## config.mk

```make
export PLATFORM = sky130hd
export DESIGN_NAME = windowed_watchdog_supervisor
export DESIGN_NICKNAME = d
export VERILOG_FILES = /design/src/wdog_pkg.sv /design/src/pin_filter.sv /design/src/windowed_watchdog_supervisor.sv
export SDC_FILE = /design/constraint.sdc
export NUM_CORES = 1
export LEC_CHECK = 0
export ABC_AREA = 1
export BUFFER_PORTS_ARGS = -buffer_cell sky130_fd_sc_hd__buf_2
export CAP_MARGIN = 20
export CORE_MARGIN = 3
export CORE_UTILIZATION = 57
export CTS_CLUSTER_DIAMETER = 200
export DETAILED_ROUTE_END_ITERATION = 8
export PLACE_DENSITY = 0.82
export SLEW_MARGIN = 20
export SYNTH_ARGS = -nofsm -noshare
export SYNTH_HDL_FRONTEND = slang
export SYNTH_HIERARCHICAL = 1
export SYNTH_SLANG_ARGS = --single-unit
```

## constraint.sdc

```tcl
create_clock -name clk -period 2.2 [get_ports clk]
set_clock_uncertainty 0.15 [all_clocks]
set_input_delay 0.22 -clock clk [delete_from_list [all_inputs] [get_ports clk]]
set_output_delay 0.22 -clock clk [all_outputs]
set_load 0.1 [all_outputs]
```

## src/wdog_pkg.sv

```systemverilog
// Package: timing constants and carrier types for the windowed watchdog supervisor
package wdog_pkg;
   localparam int unsigned CLK_HZ = 40_000_000;
   // Times in microseconds and nanoseconds as printed
   localparam int unsigned EARLY_LIMIT_US = 1500;
   localparam int unsigned LATE_LIMIT_US = 15000;
   localparam int unsigned FAULT_PULSE_US = 1000;
   localparam int unsigned RESET_HOLD_US = 180000;
   localparam int unsigned MR_MIN_NS = 1000;
   localparam int unsigned KICK_MIN_NS = 300;
   localparam longint unsigned CYC_PER_US = CLK_HZ / 1_000_000;
   localparam int unsigned EARLY_LIMIT_CYC = int'(longint'(EARLY_LIMIT_US) * CYC_PER_US);
   localparam int unsigned LATE_LIMIT_CYC = int'(longint'(LATE_LIMIT_US) * CYC_PER_US);
   localparam int unsigned FAULT_PULSE_CYC = int'(longint'(FAULT_PULSE_US) * CYC_PER_US);
   localparam int unsigned RESET_HOLD_CYC = int'(longint'(RESET_HOLD_US) * CYC_PER_US);
   // Least times round up
   localparam int unsigned MR_FILT_CYC = (MR_MIN_NS * (CLK_HZ / 1_000_000) + 999) / 1000;
   localparam int unsigned KICK_FILT_CYC = (KICK_MIN_NS * (CLK_HZ / 1_000_000) + 999) / 1000;
   localparam int CNT_W = 24;
   localparam int FILT_W = 8;

   typedef struct packed {
      logic kick_input;
      logic manual_reset_in_n;
      logic undervoltage;
   } sup_in_t;

   typedef struct packed {
      logic reset_out_n;
      logic fault_pulse_out_oe_n;
      logic fault_pulse_out;
   } sup_out_t;
endpackage

```

## src/pin_filter.sv

```systemverilog
// Two-flop synchroniser followed by a minimum-width glitch filter
`timescale 1ns/1ps
module pin_filter #(
   parameter int unsigned MIN_CYC = 12,
   parameter int FILT_W = 8,
   parameter logic RESET_VAL = 1'b1
) (
   input wire logic clk,
   input wire logic rst_n,
   input wire logic pin,
   output logic level
);
   logic meta_q;
   logic sync_q;
   logic [FILT_W-1:0] cnt_q;

   initial begin
      if (MIN_CYC < 1 || MIN_CYC >= (1 << FILT_W)) begin
         $error("pin_filter: MIN_CYC out of range");
      end
   end

   always_ff @(posedge clk) begin
      if (!rst_n) begin
         meta_q <= RESET_VAL;
         sync_q <= RESET_VAL;
      end else begin
         meta_q <= pin;
         sync_q <= meta_q;
      end
   end

   // New level accepted only after it stands MIN_CYC cycles
   always_ff @(posedge clk) begin
      if (!rst_n) begin
         cnt_q <= '0;
         level <= RESET_VAL;
      end else if (sync_q == level) begin
         cnt_q <= '0;
      end else if (cnt_q >= FILT_W'(MIN_CYC - 1)) begin
         cnt_q <= '0;
         level <= sync_q;
      end else begin
         cnt_q <= cnt_q + 1'b1;
      end
   end
endmodule

```

## src/windowed_watchdog_supervisor.sv

```systemverilog
// Windowed watchdog with reset supervisor, manual reset and fault pulse output
//
// Behaviour
// - Kick falling edge before early limit expires emits a fault pulse.
// - No kick falling edge before late limit expires emits a fault pulse.
// - Kick falling edge inside the window produces no fault; operation continues.
// - Fault pulse drives the output low for about 1 ms.
// - Timer clears on in-window kick, and when reset or fault pulse deasserts.
// - Kick activity is ignored while reset or fault pulse is asserted.
// - First kick after reset or fault release is not checked against early limit.
// - Fault pulse can only occur while reset is released.
// - Fault pulse is independent; a watchdog fault never asserts reset.
// - Manual reset low asserts reset, zeroes timer, releases fault output.
// - Reset held at least 180 ms after manual reset returns high.
// - Reset held during undervoltage and for the timeout after it clears.
`timescale 1ns/1ps
module windowed_watchdog_supervisor
   import wdog_pkg::*;
#(
   parameter int unsigned EARLY_CYC = wdog_pkg::EARLY_LIMIT_CYC,
   parameter int unsigned LATE_CYC = wdog_pkg::LATE_LIMIT_CYC,
   parameter int unsigned PULSE_CYC = wdog_pkg::FAULT_PULSE_CYC,
   parameter int unsigned HOLD_CYC = wdog_pkg::RESET_HOLD_CYC,
   parameter int unsigned MR_MIN_CYC = wdog_pkg::MR_FILT_CYC,
   parameter int unsigned KICK_MIN_CYC = wdog_pkg::KICK_FILT_CYC
) (
   input wire logic clk,
   input wire logic rst_n,
   input wire wdog_pkg::sup_in_t pins_in,
   output wdog_pkg::sup_out_t pins_out
);
   import wdog_pkg::*;

   typedef enum logic [1:0] {
      WD_IDLE,
      WD_FIRST,
      WD_ARMED,
      WD_FAULT
   } wd_state_t;

   logic kick_lvl;
   logic mr_lvl;
   logic uv_meta_q;
   logic uv_q;
   logic kick_prev_q;
   logic kick_fall;
   logic reset_out_n_q;
   logic [CNT_W-1:0] hold_q;
   logic [CNT_W-1:0] timer_q;
   logic [CNT_W-1:0] pulse_q;
   wd_state_t state_q;
   logic fault_q;
   logic reset_hold_req;
   logic wd_off;
   logic early_hit;
   logic late_hit;
   logic pulse_end;
   logic fault_start;

   // Terminal count test shared by every timing counter
   function automatic logic count_done(input logic [CNT_W-1:0] cnt, input int unsigned lim);
      count_done = (cnt >= CNT_W'(lim - 1));
   endfunction

   // Each count must fit its counter; zero would underflow the terminal test
   initial begin
      if (EARLY_CYC < 1) begin
         $error("windowed_watchdog_supervisor: early limit must be at least one cycle");
      end
      if (EARLY_CYC >= LATE_CYC) begin
         $error("windowed_watchdog_supervisor: early limit must be below late limit");
      end
      if (LATE_CYC >= (1 << CNT_W)) begin
         $error("windowed_watchdog_supervisor: late limit does not fit counter width");
      end
      if (PULSE_CYC < 1 || PULSE_CYC >= (1 << CNT_W)) begin
         $error("windowed_watchdog_supervisor: fault pulse width out of range");
      end
      if (HOLD_CYC < 1 || HOLD_CYC >= (1 << CNT_W)) begin
         $error("windowed_watchdog_supervisor: reset hold time out of range");
      end
      if (MR_MIN_CYC < 1 || MR_MIN_CYC >= (1 << FILT_W)) begin
         $error("windowed_watchdog_supervisor: manual reset filter width out of range");
      end
      if (KICK_MIN_CYC < 1 || KICK_MIN_CYC >= (1 << FILT_W)) begin
         $error("windowed_watchdog_supervisor: kick filter width out of range");
      end
   end

   // Short manual reset pulses are rejected by the filter
   pin_filter #(.MIN_CYC(KICK_MIN_CYC), .FILT_W(FILT_W), .RESET_VAL(1'b1)) u_kick (
      .clk(clk),
      .rst_n(rst_n),
      .pin(pins_in.kick_input),
      .level(kick_lvl)
   );
   pin_filter #(.MIN_CYC(MR_MIN_CYC), .FILT_W(FILT_W), .RESET_VAL(1'b0)) u_mr (
      .clk(clk),
      .rst_n(rst_n),
      .pin(pins_in.manual_reset_in_n),
      .level(mr_lvl)
   );

   // Undervoltage comes from the analog domain
   always_ff @(posedge clk) begin
      if (!rst_n) begin
         uv_meta_q <= 1'b1;
         uv_q <= 1'b1;
      end else begin
         uv_meta_q <= pins_in.undervoltage;
         uv_q <= uv_meta_q;
      end
   end

   assign reset_hold_req = !mr_lvl || uv_q;

   // Reset timeout counter; only manual reset and undervoltage feed it
   always_ff @(posedge clk) begin
      if (!rst_n) begin
         hold_q <= '0;
      end else if (reset_hold_req || reset_out_n_q) begin
         hold_q <= '0;
      end else if (!count_done(hold_q, HOLD_CYC)) begin
         hold_q <= hold_q + 1'b1;
      end
   end

   always_ff @(posedge clk) begin
      if (!rst_n) begin
         reset_out_n_q <= 1'b0;
      end else if (reset_hold_req) begin
         reset_out_n_q <= 1'b0;
      end else if (count_done(hold_q, HOLD_CYC)) begin
         reset_out_n_q <= 1'b1;
      end
   end

   always_ff @(posedge clk) begin
      if (!rst_n) begin
         kick_prev_q <= 1'b1;
      end else begin
         kick_prev_q <= kick_lvl;
      end
   end

   assign kick_fall = kick_prev_q && !kick_lvl;

   // Watchdog stops as soon as reset is requested, so a fault never overlaps reset
   assign wd_off = !reset_out_n_q || reset_hold_req;

   // Edge and late limit in one cycle: the edge wins
   assign early_hit = (state_q == WD_ARMED) && kick_fall && (timer_q < CNT_W'(EARLY_CYC));
   assign late_hit = (state_q == WD_FIRST || state_q == WD_ARMED) && !kick_fall &&
      count_done(timer_q, LATE_CYC);
   assign pulse_end = (state_q == WD_FAULT) && count_done(pulse_q, PULSE_CYC);
   assign fault_start = !wd_off && (early_hit || late_hit);

   // Watchdog window state machine
   always_ff @(posedge clk) begin
      if (!rst_n) begin
         state_q <= WD_IDLE;
      end else if (wd_off) begin
         state_q <= WD_IDLE;
      end else begin
         unique case (state_q)
            WD_IDLE: begin
               // Reset just released: restart timing
               state_q <= WD_FIRST;
            end
            WD_FIRST: begin
               // Early check skipped to avoid a false fast fault
               if (kick_fall) begin
                  state_q <= WD_ARMED;
               end else if (late_hit) begin
                  state_q <= WD_FAULT;
               end
            end
            WD_ARMED: begin
               if (early_hit || late_hit) begin
                  state_q <= WD_FAULT;
               end
            end
            WD_FAULT: begin
               // Kick edges have no effect here
               if (pulse_end) begin
                  state_q <= WD_FIRST;
               end
            end
         endcase
      end
   end

   // Timer only runs while a window is open
   always_ff @(posedge clk) begin
      if (!rst_n) begin
         timer_q <= '0;
      end else if (wd_off || state_q == WD_IDLE || state_q == WD_FAULT) begin
         timer_q <= '0;
      end else if (kick_fall || late_hit) begin
         timer_q <= '0;
      end else begin
         timer_q <= timer_q + 1'b1;
      end
   end

   // Pulse width counter, held at zero outside a fault
   always_ff @(posedge clk) begin
      if (!rst_n) begin
         pulse_q <= '0;
      end else if (wd_off || state_q != WD_FAULT) begin
         pulse_q <= '0;
      end else if (!pulse_end) begin
         pulse_q <= pulse_q + 1'b1;
      end
   end

   // Reset request clears the fault in the same edge that asserts reset
   always_ff @(posedge clk) begin
      if (!rst_n) begin
         fault_q <= 1'b0;
      end else if (wd_off) begin
         fault_q <= 1'b0;
      end else if (fault_start) begin
         fault_q <= 1'b1;
      end else if (pulse_end) begin
         fault_q <= 1'b0;
      end
   end

   // Open-drain fault output: enable low while pulling low
   always_comb begin
      pins_out.reset_out_n = reset_out_n_q;
      pins_out.fault_pulse_out = 1'b0;
      pins_out.fault_pulse_out_oe_n = !fault_q;
   end
endmodule

```

==> impl_results.md <==
- Drt first-iter violations: 258
- Minimum clock period: slightly below 2 ns
- Max stage delay on crit path: 0.40 ns
- Critical-path maximum fanout: 21
- Yosys synthesis warning count: 6
- I/O Pins: 8
- Worst relative slew slack: 0.544
- Initial core utilization: 0.603
- Core footprint: 8930 µm²
- Clock sink count: 101
- DRC violations left: 0
- Hold path endpoint: u_kick/sync_q
- Synth top area cells: dfxtp_1, nand2_1, nor2_1
- Placed cells: slightly below 900
- RSZ-0062 raised after global routing: no
- Gpl congestion: 0.955
- Final Setup Violations: 0
- Crit path DAT: around 2.1 ns
- Comb power frac: 0.016
- Clock Power Share: 0.390
- CTS H-Tree Depth: 3
- Mapped Avg Cell Area: 6.94 µm²
- Clock-pin slew on the worst setup and hold paths: roughly 0.12 ns
- NetSw: roughly 800 µW
- Setup CP Type: reg2reg
- Remaining Overflow, GRT: 0
- CTS tree: yes
- Setup ws final: 0.224 ns
- CTS Root Cell: clkbuf_8
- DP Area: 5490 µm²
- Asr flop ratio synth: 0
- Switching Fraction: 0.251
- Peak Freq: roughly 500 MHz
- Sequential power share: 0.594
- # rows: 34
- Tot GR Track Use: 0.221
- Hold Vio Cnt, Final: 0
- Final Max Tran Viols: 0
- CP cell instances: ha_1 -> inv_1 -> nor2_2 -> nand2_1 -> nor2_2 -> nor2_4 -> inv_2 -> nand2_1 -> a21oi_1
- Die width: 103 µm
- Required time worst endpoint: ~2.4 ns
- Largest net degree at the start of global routing: 27
- Clock Latency Late Sink: 0.38 ns
- Vias/cell: 5.29
- CP bufs+invs: 2
- Power per cell area: 539 nW/µm²
- Gate Count Post-Synth: 776
- Number of routed nets with antenna violations: 0
- TNS Setup: 0 ns
- Status: finished, final reports clean
- Pre-CTS setup slack: 0.150 ns
- Initial antenna violation count: 0
- Min-Delay Path Depth: 1
- FF-to-FF setup slack: 0.22 ns
- Worst setup SP type: flip-flop
- Chip Height: 103 µm
- Leakage power: 2.13 nW
- TritonCTS buffer count: 9
- Total number of vias: roughly 4,800
- FF-to-FF End: hold_q[13]
- Post-route insts no fill: 905
- CP top delay family: simple AND/OR/NAND/NOR gates
- Peak supply drop: 0.479 mV
- Worst min path class: reg2reg
- Period utilization: 0.898
- Final core utilization: 0.647
- P_int: around 2.3 mW
- Cell Area, Synth: 5390 µm²
- Fraction of layout cells with a size suffix above 1: 0.103
- Synth Flop Type: dfxtp_1
- Vias in the first global route: 4,641
- Area grow syn2layout: 7.30%
- WL per Instance: 11.9 µm
- Synth Register Bits: 101
- Crit. End Element: flip-flop
- Worst-margin pin slew: 0.683 ns
- Sequential area share after synthesis: 0.375
- Reg2reg start: hold_q[0]
- Nets: 806
- Final HPWL DP: 7.96 mm
- Netlist cell types: 41
- Max Cap Violations: 0
- Pre-antenna DRT Iters: 5
- Port buffer count: 6
- R2R cell count: 9
- Global-route wire length before repair: 19.3 mm
- Die ar.: 10,700 µm²
- Share of the synthesized area in the top cell type: 0.375
- Post-synth EDFFs: 0
- Clk buf depth: 2
- Worst path slowest cell: dfxtp_1
- Critical hold path startpoint: u_kick/meta_q
- Design area: 5780 µm²
- Post-Route WL: 10.7 mm
- Ant diodes: 0
- Min Hold Slack: 0.280 ns
- Yosys top cell by area: dfxtp_1
- Tot Pwr: 3.11 mW
## routing by layer
metal	up-vias	GRT usage	share of wire
li1	2488	-	-
met1	2166	0.273	0.46
met2	116	0.383	0.48
met3	16	0.0503	0.042
met4	0	0.0647	0.013
met5	-	0	0
## worst register-to-register path: cells and delay by family, from the launching register on
| kind | cells | cell delay (ns) |
|---|---|---|
| AO/OA/AOI/OAI | 1 | 0.16 |
| AND/OR/NAND/NOR | 5 | 0.58 |
| buffers and inverters | 2 | 0.39 |
| adder cells (fa/ha/maj) | 1 | 0.24 |
| flip-flops | 1 | 0.40 |
## power groups by stage
stage	registers [mW]	clock network, mW	logic, mW
after floorplan	1.89	0	0.0326
after global placement	1.89	0	0.0395
after detailed placement	1.89	0	0.0413
after CTS	1.85	1.25	0.0496
after global routing	1.85	1.32	0.0571
final	1.85	1.21	0.0498
## sequential cells by signal (all words and copies together), names as in the netlist
| register | cells |
|---|---|
| hold_q | 24 |
| u_kick/level | 1 |
| u_mr/sync_q | 1 |
| u_mr/cnt_q | 8 |
| pulse_q | 24 |
| uv_meta_q | 1 |
| state_q | 2 |
| reset_out_n_q | 1 |
| fault_q | 1 |
| u_mr/level | 1 |
| u_mr/meta_q | 1 |
| u_kick/sync_q | 1 |
| kick_prev_q | 1 |
| uv_q | 1 |
| u_kick/cnt_q | 8 |
| u_kick/meta_q | 1 |
| timer_q | 24 |
## layout make-up
type                       instances  area (µm²)
inverter                         104         394
multi-input combinational        558        2870
clock buffer                       9         124
timing repair buffer              18         135
tap                              108         135
fill                             790        3160
sequential                       101        2020
clock inverter                     7        96.3
## kinds of logic after synthesis
group | after synthesis | share of synthesized area
AND/OR/NAND/NOR | 424 | 0.366
buffers and inverters | 121 | 0.0950
flip-flops | 101 | 0.375
AO/OA/AOI/OAI | 80 | 0.0790
XOR/XNOR | 38 | 0.0618
adder cells (fa/ha/maj) | 9 | 0.0209
other | 3 | 0.00209
## Yosys cell counts (2+ instances only)
cell type / n
nor3_2: 8
nand4_1: 20
o21a_1: 2
nor2_1: 115
conb_1: 3
xor2_1: 23
nor4_2: 2
xnor2_1: 15
nor2_4: 3
nor3_1: 25
and2_1: 2
nand2_2: 7
nand3_2: 4
o21ai_0: 15
o21bai_1: 2
nand3_1: 41
o21ai_1: 4
clkbuf_1: 3
nor3_4: 3
nor2_2: 8
a21oi_1: 51
dfxtp_1: 101
or2_2: 3
inv_1: 93
ha_1: 9
nor3b_2: 2
nor4_1: 4
a21oi_2: 2
inv_2: 10
buf_2: 6
buf_4: 3
buf_6: 5
nand2_1: 174
## worst max path at each step
| stage | slack, ns | startpoint | cells past startpoint | endpoint |
|---|---|---|---|---|
| 2_1_floorplan | 0.47 | hold_q[0] | 9 | hold_q[3] |
| 3_3_place_gp | 0.21 | pulse_q[0] | 9 | pulse_q[19] |
| 3_5_place_dp | 0.15 | pulse_q[1] | 9 | pulse_q[22] |
| 4_1_cts | 0.1 | pulse_q[0] | 9 | pulse_q[20] |
| 5_1_grt | 0.03 | rst_n | 10 | timer_q[20] |
| 6_report | 0.22 | hold_q[0] | 9 | hold_q[13] |
## what timing repair did
item                                    4_1_cts  5_1_grt
setup buffers                                 0        0
gates resized for setup                       0        3
hold buffers                                  6        0
endpoints found under the setup margin        0       20
endpoints found under the hold margin         7        0
## layout by cell type (no fill, tap or decap), types with 3 or more instances in the layout
cell	netlist	layout
nand4_1	20	20
nor3_4	3	3
clkbuf_8	0	9
nand2_2	7	6
xor2_1	23	23
nor3_1	25	25
nand3_1	41	41
dfxtp_1	101	101
nor3_2	8	8
nor2_4	3	3
nor2_2	8	8
xnor2_1	15	15
nand3_2	4	4
inv_1	93	93
conb_1	3	7
buf_4	3	6
inv_2	10	9
nand2_1	174	174
ha_1	9	9
o21ai_1	4	4
clkinv_8	0	4
or2_2	3	3
a21oi_1	51	51
o21ai_0	15	15
buf_2	6	6
dlygate4sd3_1	0	6
nor2_1	115	115
nor4_1	4	4
Power figures use the tool's default switching activity.
